## src/rtl/codec_clk_pkg.sv

```systemverilog
/*
 * Constants, register layout and state types for the codec clock and
 * serial port control block.
 * Assumes a single 10 MHz system clock and an 8-bit register port.
 */
package codec_clk_pkg;

  // ----------------------------------------------------------------
  // Register offsets
  // ----------------------------------------------------------------
  localparam logic [7:0] ADDR_MISC = 8'h05;
  localparam logic [7:0] ADDR_CLOCK = 8'h06;
  localparam logic [7:0] ADDR_RATIO = 8'h07;
  localparam logic [7:0] ADDR_HELD_FIRST = 8'h0F;
  localparam logic [7:0] ADDR_HELD_LAST = 8'h1B;
  localparam int HELD_COUNT = 13;

  // ----------------------------------------------------------------
  // Field layouts
  // ----------------------------------------------------------------
  typedef struct packed {
    logic ext_adc_clock_select;
    logic recovered_clock_tristate;
    logic reserved;
    logic update_hold;
    logic interp_filter_slow;
    logic highpass_hold;
    logic codec_port_master;
    logic aux_port_master;
  } misc_t;

  typedef struct packed {
    logic [1:0] clock_out_divide;
    logic [1:0] ref_clock_freq;
    logic pll_frame_lock;
    logic [1:0] mclk_source_select;
    logic force_pll_lock;
  } clock_ctl_t;

  typedef enum logic [1:0] {
    DIV_BY_1,
    DIV_BY_2,
    DIV_BY_4,
    MUL_BY_2
  } clk_div_t;

  typedef enum logic [1:0] {
    SRC_MANUAL_PLL,
    SRC_MANUAL_REF,
    SRC_HOLD,
    SRC_AUTO
  } src_sel_t;

  typedef enum {
    MCLK_FROM_PLL,
    MCLK_FROM_REF
  } mclk_src_t;

  // ----------------------------------------------------------------
  // Reset values and counts
  // ----------------------------------------------------------------
  localparam misc_t MISC_RESET = 8'h00;
  localparam clock_ctl_t CLOCK_RESET = 8'h00;
  localparam logic [7:0] HELD_RESET = 8'h00;
  localparam logic [7:0] RATIO_RESET = 8'h00;
  localparam logic [6:0] RATIO_WINDOW = 7'h40;
  localparam int BIT_CLK_BIT = 2;
  localparam int FRAME_CLK_BIT = 8;
  localparam logic [2:0] PLL_FREQ_FORCED = 3'h7;

endpackage

```

## src/rtl/codec_clock_and_port_control.sv

```systemverilog
/*
 * Clock source, recovered clock, serial port direction and held-update
 * control for a multichannel audio codec.
 * Assumes a host writes and reads registers on a simple strobed port
 * and that clock pins are slow against the 10 MHz system clock.
 */
`timescale 1ns/1ps
`default_nettype none

module codec_clock_and_port_control (
  // Clock and reset
  input wire logic clk_sys_i,
  input wire logic rst_i,
  // Register port
  input wire logic reg_wr_i,
  input wire logic reg_rd_i,
  input wire logic [7:0] reg_addr_i,
  input wire logic [7:0] reg_wdata_i,
  output logic [7:0] reg_rdata_o,
  // Clock pins and PLL status
  input wire logic ref_clock_in_i,
  input wire logic pll_clk_i,
  input wire logic pll_unlock_i,
  input wire logic [2:0] pll_freq_code_i,
  output logic recovered_clock_out_o,
  output logic recovered_clock_out_oe_o,
  output logic mclk_from_ref_o,
  output logic [2:0] pll_freq_code_o,
  output logic ratio_valid_o,
  // PLL and converter control
  output logic pll_frame_lock_o,
  output logic pll_free_run_o,
  output logic rate_detect_en_o,
  output logic [1:0] ref_clock_freq_o,
  output logic interp_filter_slow_o,
  output logic highpass_hold_o,
  output logic [8*codec_clk_pkg::HELD_COUNT-1:0] held_regs_o,
  // Codec serial port clocks
  input wire logic codec_bit_clock_i,
  input wire logic codec_frame_clock_i,
  output logic codec_bit_clock_o,
  output logic codec_frame_clock_o,
  output logic codec_clocks_oe_o,
  // Aux serial port clocks
  input wire logic aux_bit_clock_i,
  input wire logic aux_frame_clock_i,
  output logic aux_bit_clock_o,
  output logic aux_frame_clock_o,
  output logic aux_clocks_oe_o,
  // External ADC clock
  output logic ext_adc_bit_clock_o
);
  import codec_clk_pkg::*;

  // ----------------------------------------------------------------
  // Pin synchronisers
  // ----------------------------------------------------------------
  // Order: ref, pll, unlock, codec bit, codec frame, aux bit, aux frame
  logic [6:0] sync1_q;
  logic [6:0] sync2_q;
  logic [1:0] prev_q;
  wire logic [6:0] pins_in = {aux_frame_clock_i, aux_bit_clock_i,
    codec_frame_clock_i, codec_bit_clock_i, pll_unlock_i, pll_clk_i,
    ref_clock_in_i};
  wire logic ref_s = sync2_q[0];
  wire logic pll_s = sync2_q[1];
  wire logic unlock_s = sync2_q[2];

  always_ff @(posedge clk_sys_i) begin
    if (rst_i) begin
      sync1_q <= 7'h00;
      sync2_q <= 7'h00;
      prev_q <= 2'h0;
    end else begin
      sync1_q <= pins_in;
      sync2_q <= sync1_q;
      prev_q <= sync2_q[1:0];
    end
  end

  wire logic ref_rise = ref_s & ~prev_q[0];
  wire logic pll_rise = pll_s & ~prev_q[1];

  // ----------------------------------------------------------------
  // Registers
  // ----------------------------------------------------------------
  misc_t misc_q;
  clock_ctl_t clk_q;
  logic [7:0] pend_q [HELD_COUNT];
  logic [7:0] held_q [HELD_COUNT];
  logic [7:0] ratio_q;

  wire logic wr_misc = reg_wr_i && (reg_addr_i == ADDR_MISC);
  wire logic wr_clock = reg_wr_i && (reg_addr_i == ADDR_CLOCK);
  wire logic in_held = (reg_addr_i >= ADDR_HELD_FIRST) &&
    (reg_addr_i <= ADDR_HELD_LAST);
  wire logic [7:0] held_idx = reg_addr_i - ADDR_HELD_FIRST;
  wire misc_t misc_wr = reg_wdata_i;
  wire misc_t misc_d = {misc_wr[7:6], 1'b0, misc_wr[4:0]};

  always_ff @(posedge clk_sys_i) begin
    if (rst_i) begin
      misc_q <= MISC_RESET;
      clk_q <= CLOCK_RESET;
    end else begin
      if (wr_misc) begin
        misc_q <= misc_d;
      end
      if (wr_clock) begin
        clk_q <= reg_wdata_i;
      end
    end
  end

  // Pending copies take writes at once; outputs follow only when free
  always_ff @(posedge clk_sys_i) begin
    for (int i = 0; i < HELD_COUNT; i++) begin
      if (rst_i) begin
        pend_q[i] <= HELD_RESET;
        held_q[i] <= HELD_RESET;
      end else begin
        if (reg_wr_i && in_held && (held_idx == 8'(i))) begin
          pend_q[i] <= reg_wdata_i;
        end
        if (!misc_q.update_hold) begin
          held_q[i] <= pend_q[i];
        end
      end
    end
  end

  // Read data: held registers read back what was last written
  logic [7:0] rd_mux;
  always_comb begin
    rd_mux = 8'h00;
    case (reg_addr_i)
      ADDR_MISC: rd_mux = misc_q;
      ADDR_CLOCK: rd_mux = clk_q;
      ADDR_RATIO: rd_mux = ratio_q;
      default: begin
        if (in_held) begin
          rd_mux = pend_q[held_idx[3:0]];
        end
      end
    endcase
  end

  // ----------------------------------------------------------------
  // Master clock source
  // ----------------------------------------------------------------
  mclk_src_t src_q;
  mclk_src_t src_d;
  wire src_sel_t sel = src_sel_t'(clk_q.mclk_source_select);

  always_comb begin
    src_d = src_q;
    case (sel)
      SRC_MANUAL_PLL: src_d = MCLK_FROM_PLL;
      SRC_MANUAL_REF: src_d = MCLK_FROM_REF;
      SRC_AUTO: src_d = unlock_s ? MCLK_FROM_REF : MCLK_FROM_PLL;
      SRC_HOLD: begin
        if (unlock_s) begin
          src_d = MCLK_FROM_REF;
        end
      end
      default: src_d = src_q;
    endcase
  end

  always_ff @(posedge clk_sys_i) begin
    if (rst_i) begin
      src_q <= MCLK_FROM_PLL;
    end else begin
      src_q <= src_d;
    end
  end

  // Sampled master clock; edges only visible if well below 5 MHz
  logic mclk_prev_q;
  logic [FRAME_CLK_BIT:0] div_q;
  wire logic mclk_lvl = (src_q == MCLK_FROM_REF) ? ref_s : pll_s;
  wire logic mclk_rise = mclk_lvl & ~mclk_prev_q;
  wire logic mclk_edge = mclk_lvl ^ mclk_prev_q;

  always_ff @(posedge clk_sys_i) begin
    if (rst_i) begin
      mclk_prev_q <= 1'b0;
      div_q <= '0;
    end else begin
      mclk_prev_q <= mclk_lvl;
      if (mclk_rise) begin
        div_q <= div_q + 1'b1;
      end
    end
  end

  // ----------------------------------------------------------------
  // Recovered clock
  // ----------------------------------------------------------------
  logic rclk_div;
  always_comb begin
    case (clk_div_t'(clk_q.clock_out_divide))
      DIV_BY_1: rclk_div = mclk_lvl;
      DIV_BY_2: rclk_div = div_q[0];
      DIV_BY_4: rclk_div = div_q[1];
      MUL_BY_2: rclk_div = mclk_edge;
      default: rclk_div = mclk_lvl;
    endcase
  end

  // Unlock under manual PLL source shows the reference, unless forced
  wire logic ref_subst = (sel == SRC_MANUAL_PLL) && unlock_s &&
    !clk_q.force_pll_lock;
  wire logic rclk_d = ref_subst ? ref_s : rclk_div;

  // ----------------------------------------------------------------
  // Ratio measurement over 64 PLL clock periods
  // ----------------------------------------------------------------
  logic [6:0] pll_cnt_q;
  logic [8:0] ref_cnt_q;
  wire logic win_end = pll_rise && (pll_cnt_q == RATIO_WINDOW - 7'h01);

  always_ff @(posedge clk_sys_i) begin
    if (rst_i) begin
      pll_cnt_q <= 7'h00;
      ref_cnt_q <= 9'h000;
      ratio_q <= RATIO_RESET;
    end else begin
      if (win_end) begin
        pll_cnt_q <= 7'h00;
        // A reference edge on the closing cycle opens the next window
        ref_cnt_q <= {8'h00, ref_rise};
        ratio_q <= ref_cnt_q[8] ? 8'hFF : ref_cnt_q[7:0];
      end else begin
        if (pll_rise) begin
          pll_cnt_q <= pll_cnt_q + 7'h01;
        end
        if (ref_rise && !ref_cnt_q[8]) begin
          ref_cnt_q <= ref_cnt_q + 9'h001;
        end
      end
    end
  end

  // ----------------------------------------------------------------
  // Serial port clocks
  // ----------------------------------------------------------------
  wire logic bclk_gen = div_q[BIT_CLK_BIT];
  wire logic fclk_gen = div_q[FRAME_CLK_BIT];
  wire logic codec_bclk = misc_q.codec_port_master ? bclk_gen :
    sync2_q[3];
  wire logic aux_bclk = misc_q.aux_port_master ? bclk_gen :
    sync2_q[5];

  // ----------------------------------------------------------------
  // Output stage
  // ----------------------------------------------------------------
  logic [8*HELD_COUNT-1:0] held_flat;
  always_comb begin
    for (int i = 0; i < HELD_COUNT; i++) begin
      held_flat[8*i +: 8] = held_q[i];
    end
  end

  always_ff @(posedge clk_sys_i) begin
    if (rst_i) begin
      reg_rdata_o <= 8'h00;
      recovered_clock_out_o <= 1'b0;
      recovered_clock_out_oe_o <= 1'b0;
      mclk_from_ref_o <= 1'b0;
      pll_freq_code_o <= 3'h0;
      ratio_valid_o <= 1'b0;
      pll_frame_lock_o <= 1'b0;
      pll_free_run_o <= 1'b0;
      rate_detect_en_o <= 1'b0;
      ref_clock_freq_o <= 2'h0;
      interp_filter_slow_o <= 1'b0;
      highpass_hold_o <= 1'b0;
      held_regs_o <= '0;
      codec_bit_clock_o <= 1'b0;
      codec_frame_clock_o <= 1'b0;
      codec_clocks_oe_o <= 1'b0;
      aux_bit_clock_o <= 1'b0;
      aux_frame_clock_o <= 1'b0;
      aux_clocks_oe_o <= 1'b0;
      ext_adc_bit_clock_o <= 1'b0;
    end else begin
      if (reg_rd_i) begin
        reg_rdata_o <= rd_mux;
      end
      recovered_clock_out_o <= rclk_d;
      recovered_clock_out_oe_o <= !misc_q.recovered_clock_tristate;
      mclk_from_ref_o <= (src_q == MCLK_FROM_REF);
      pll_freq_code_o <= clk_q.force_pll_lock ? PLL_FREQ_FORCED :
        pll_freq_code_i;
      ratio_valid_o <= !clk_q.force_pll_lock;
      pll_frame_lock_o <= clk_q.pll_frame_lock;
      pll_free_run_o <= clk_q.force_pll_lock;
      rate_detect_en_o <= !clk_q.force_pll_lock;
      ref_clock_freq_o <= clk_q.ref_clock_freq;
      interp_filter_slow_o <= misc_q.interp_filter_slow;
      highpass_hold_o <= misc_q.highpass_hold;
      held_regs_o <= held_flat;
      codec_bit_clock_o <= bclk_gen;
      codec_frame_clock_o <= fclk_gen;
      codec_clocks_oe_o <= misc_q.codec_port_master;
      aux_bit_clock_o <= bclk_gen;
      aux_frame_clock_o <= fclk_gen;
      aux_clocks_oe_o <= misc_q.aux_port_master;
      ext_adc_bit_clock_o <= misc_q.ext_adc_clock_select ? codec_bclk :
        aux_bclk;
    end
  end

endmodule

`default_nettype wire

```

## config.mk

```make
export PLATFORM = sky130hd
export DESIGN_NAME = codec_clock_and_port_control
export DESIGN_NICKNAME = d
export VERILOG_FILES = /design/src/rtl/codec_clk_pkg.sv /design/src/rtl/codec_clock_and_port_control.sv
export SDC_FILE = /design/constraint.sdc
export NUM_CORES = 1
export LEC_CHECK = 0
export ABC_AREA = 1
export BUFFER_PORTS_ARGS = -buffer_cell sky130_fd_sc_hd__buf_2
export CORE_MARGIN = 1.5
export CORE_UTILIZATION = 30
export CTS_BUF_LIST = sky130_fd_sc_hd__clkbuf_8
export DETAILED_ROUTE_END_ITERATION = 8
export PLACE_DENSITY_LB_ADDON = 0.12
export RECOVER_POWER = 100
export SYNTH_ARGS = -nofsm -noshare
export SYNTH_HDL_FRONTEND = slang
export SYNTH_SLANG_ARGS = --single-unit
```

## constraint.sdc

```tcl
create_clock -name clk_sys_i -period 5.3 [get_ports clk_sys_i]
set_clock_uncertainty 0.05 [all_clocks]
set_input_delay 0.265 -clock clk_sys_i [delete_from_list [all_inputs] [get_ports clk_sys_i]]
set_output_delay 0.265 -clock clk_sys_i [all_outputs]
set_load 0.05 [all_outputs]
```

# Yosys cells after proc, flatten, opt, wreduce, memory -nomap -nowiden
# Memory sizes are Yosys's and may differ from the RTL's. A register that Yosys moved wholly into a read port is not among the register bits.
# Index checks and enable logic that the tools add are counted.
word_totals:
  elab_cells: 217
  out_inout_bits: 133
  input_bits: 30
  memories: 2
  mem_bits_rw: 208
  register_bits: 121
classes:
  order_cmp: 2
  n_reduce_logical: 29
  n_eq_ne: 24
  muxes: 85
  n_bitwise: 33
  n_addsub: 4
memory_table:
  columns: ["memory", "depth", "width", "read_ports", "rd_clocked_by_memory_dff", "wr", "line", "source"]
  rows:
  - ["held_q", 13, 8, 13, 13, 13, "codec_clock_and_port_control.sv:90", "logic [7:0] held_q [HELD_COUNT];"]
  - ["pend_q", 13, 8, 14, 0, 13, "codec_clock_and_port_control.sv:89", "logic [7:0] pend_q [HELD_COUNT];"]
ops:
  columns: ["cell", "n"]
  rows:
  - ["$mux W8", 28]
  - ["$pmux W32 S4", 1]
  - ["$eq A8 B3 Y1 const B", 7]
  - ["$mux W1", 52]
  - ["$eq A8 B4 Y1 const B", 5]
  - ["$eq A32 B2 Y1 const B", 1]
  - ["$mux W32", 1]
  - ["$or A1 B1 Y1", 26]
  - ["$pmux W8 S3", 1]
  - ["$logic_and A1 B1 Y1", 21]
  - ["$add A9 B1 Y9 const B", 2]
  - ["$eq A8 B2 Y1 const B", 2]
  - ["$eq A2 B2 Y1 const B", 4]
  - ["$eq A8 B1 Y1 const B", 1]
  - ["$ge A8 B4 Y1 const B", 1]
  - ["$le A8 B5 Y1 const B", 1]
  - ["$logic_not A8 Y1", 1]
  - ["$sub A8 B4 Y8 const B", 1]
  - ["$add A7 B1 Y7 const B", 1]
  - ["$eq A7 B6 Y1 const B", 1]
  - ["$eq A2 B1 Y1 const B", 2]
  - ["$logic_not A2 Y1", 2]
  - ["$pmux W1 S4", 1]
  - ["$and A1 B1 Y1", 3]
  - ["7 further kinds", 11]

# Depth between registers and ports, before layout
depth:
  ltp_word: 8
  mapped_depth: 14

# Least setup slack after synthesis
# No wires, ideal clock.
synth_timing:
  path_kind: "input port to flip-flop"
  start: "in rst_i"
  end: "mem held_q[0][0] (enable)"
  arrival_ns: 2.770
  required_time_ns: 4.295
  path_stages: 4
  path_buffers: 2
  slack_ns: 1.525
  cell_sequence: "inv_1 -> clkbuf_1 -> clkbuf_1 -> nand2_1"
synth_rtl:
  columns: ["item", "line", "source"]
  rows:
  - ["start, declared", "codec_clock_and_port_control.sv:13", "input wire logic rst_i,"]
  - ["end, declared", "codec_clock_and_port_control.sv:90", null]

==> impl_metrics.tcl <==
set metrics [dict create \
    outcome "finished with violations" \
    violations "max-capacitance violations, max-slew violations" \
    cp_num_buf_inv 3 \
    slew_headroom -0.920 \
    worstMarginPinSlew_ns 2.88 \
    antenna_found_initial 0 \
    vdd_drop_max_mv 0.156 \
    syn_to_final_growth_pct 17.1 \
    hold_viol 0 \
    placed_cell_area_um2 17100 \
    endpoint_kind "flip-flop" \
    mostFrequentLayoutCells "nor2_1 (381), inv_1 (294), nand2_1 (259), edfxtp_1 (208), dfxtp_1 (192)" \
    fin_tns_setup_ns 0 \
    final_layout_size_suffix_gt1_frac 0.0838 \
    ys_warn_count 0 \
    hpwlAfterDp_um 27300 \
    ioPinCount 163 \
    synth_ff_type "edfxtp_1" \
    clk_latency_ns 0.64 \
    gr-usage-all-layers 0.152 \
    core_area_um2 51400 \
    seq_area_um2 10100 \
    place_congestion 0.798 \
    crit_slowest_cell "clkbuf_1" \
    p_leak_nw 7.95 \
    die_h_um 231 \
    required_ns 5.42 \
    synth-seq-cells 400 \
    synth-seq-area-share 0.646 \
    reg2reg_setup_slack_ns 1.98 \
    synth_edf_count 208 \
    drv_cap 3 \
    synth_fp_nets 1691 \
    rows 83 \
    grt_overflow 0 \
    fp.dieArea_um2 53500 \
    worstSetupStartpointType "input pin" \
    multi_input_comb_area_um2 3940 \
    pwr_density_cell_nw_per_um2 379 \
    grt_max_degree 89 \
    diodes 0 \
    async_reset_ff_frac 0 \
    post-route-period-util 0.684 \
    cp_cell_sequence "buf_4 > inv_1 > nand2_4 > clkbuf_1" \
    cts_tree "yes" \
    cpPeakStageDelay_ns 2.04 \
    syn_area_per_cell_um2 9.48 \
    ant_nets 0 \
    postCtsSetupBuffers 0 \
    worst_ep_arrival_time_ns 3.75 \
    hold_class "in2reg" \
    synthCells 1649 \
    syn_area_um2 15600 \
    initial_core_util 0.304 \
    critical_path_class "in2reg" \
    fin_area_um2 18300 \
    clk_path_buf_depth 3 \
    crit_family "buffers and inverters" \
    cts_resized 0 \
    initialDrtViolationCount 602 \
    portBuffers 160 \
    dieWidth_um 231 \
    wl_per_cell_um 15.6 \
    routed_wl_um 40300 \
    final_nets 1883 \
    cp_max_fo 62 \
    fin_crit_ns 3.63 \
    clkTransAtPathRegs_ns 0.06 \
    ys_types 37 \
    cts_sinks 400 \
    grt_pass1_vias 11134 \
    dr.pass1.iters 5 \
    cts_root_buf "clkbuf_8" \
    drc 0 \
    drv_slew 148 \
    layout_commonest_cell "nor2_1" \
    holdBufCountCts 17 \
    setup_viol 0 \
    rsz0062_at_grt "no" \
    htree_levels 3 \
    grt_pass1_wl_um 61800 \
    vias_per_cell 4.29 \
    numCtsBuffers 73 \
    vias 11068 \
    fillers 5495 \
    fmax_ghz 0.276 \
]
==> power by group <==
part / internal [mW] / switching [mW]
clock: 1.67 / 1.29
combinational: 0.115 / 0.413
sequential: 3.38 / 0.0568
total: 5.17 / 1.76
==> cells in the mapped netlist (3+ instances only) <==
| library cell | count | share of area |
|---|---|---|
| a21oi_1 | 51 | 0.016 |
| buf_1 | 8 | 0.0019 |
| buf_2 | 8 | 0.0026 |
| buf_4 | 7 | 0.0034 |
| buf_6 | 3 | 0.0022 |
| clkbuf_1 | 47 | 0.011 |
| dfxtp_1 | 192 | 0.25 |
| edfxtp_1 | 208 | 0.40 |
| ha_1 | 12 | 0.0096 |
| inv_1 | 273 | 0.066 |
| inv_2 | 4 | 0.00096 |
| nand2_1 | 260 | 0.062 |
| nand2_2 | 3 | 0.0012 |
| nand3_1 | 80 | 0.026 |
| nand4_4 | 12 | 0.016 |
| nor2_1 | 376 | 0.090 |
| nor2_2 | 12 | 0.0048 |
| nor2_4 | 5 | 0.0036 |
| nor3_1 | 5 | 0.0016 |
| nor3b_1 | 3 | 0.0014 |
| o21ai_0 | 49 | 0.016 |
| o21bai_1 | 8 | 0.0038 |
| or2_2 | 3 | 0.0012 |
| xor2_1 | 3 | 0.0017 |
==> cell type report <==
cell class,count,share of cell area
Clock inverter,39,0.0120
Timing Repair Buffer,190,0.0475
Sequential cell,400,0.551
Clock buffer,93,0.0699
Multi-Input combinational cell,896,0.215
Tap cell,680,0.0465
Inverter,280,0.0578
==> final timing paths <==
path / end / cells after the start / start
min reg2reg: sync2_q[2]$_SDFF_PP0_ / 2 / sync1_q[2]$_SDFF_PP0_
min: held_regs_o[40]$_SDFF_PP0_ / 2 / rst_i
max reg2reg: held_q[0][17]$_SDFFCE_PN0P_ / 3 / misc_q[4]$_SDFFE_PP0P_
max: held_q[0][27]$_SDFFCE_PN0P_ / 4 / rst_i
==> routing by layer <==
layer	global-route usage	part of all wire
met5	0	0
met4	0.0554	0.018
met3	0.0325	0.048
met2	0.254	0.48
met1	0.193	0.45
==> logic make-up (layout without fill, tap and decap cells) <==
family                   count (synthesis)  after routing  synth area share
XOR/XNOR                                 5              5           0.00280
buffers and inverters                  353            602            0.0890
adder cells (fa/ha/maj)                 12             12           0.00961
AO/OA/AOI/OAI                          112            112            0.0381
flip-flops                             400            400             0.646
AND/OR/NAND/NOR                        767            767             0.215
==> registers in the layout (all words and copies together) (netlist names), 6 cells and up <==
| register | count |
|---|---|
| ratio_q | 8 |
| div_q | 9 |
| misc_q | 7 |
| clk_q | 6 |
| pend_q | 104 |
| pll_cnt_q | 7 |
| held_regs_o | 104 |
| held_q | 104 |
| ref_cnt_q | 9 |
| reg_rdata_o | 8 |
==> through the flow <==
stage / total power, mW / hold WS, ns / std cells / worst slack [ns] / utilization
6_report: 6.93 / 0.100 / 2578 / 1.67 / 0.356
5_1_grt: 7.25 / 0.119 / 2578 / 1.24 / 0.356
4_1_cts: 7.09 / 0.0626 / 2578 / 2.67 / 0.364
3_5_place_dp: 4.06 / 0.349 / 2429 / 2.04 / 0.332
3_3_place_gp: 4.06 / 0.349 / 2429 / 2.07 / 0.332
2_1_floorplan: 3.87 / 0.322 / 1649 / 1.52 / -
(Power assumes the default switching activity.)
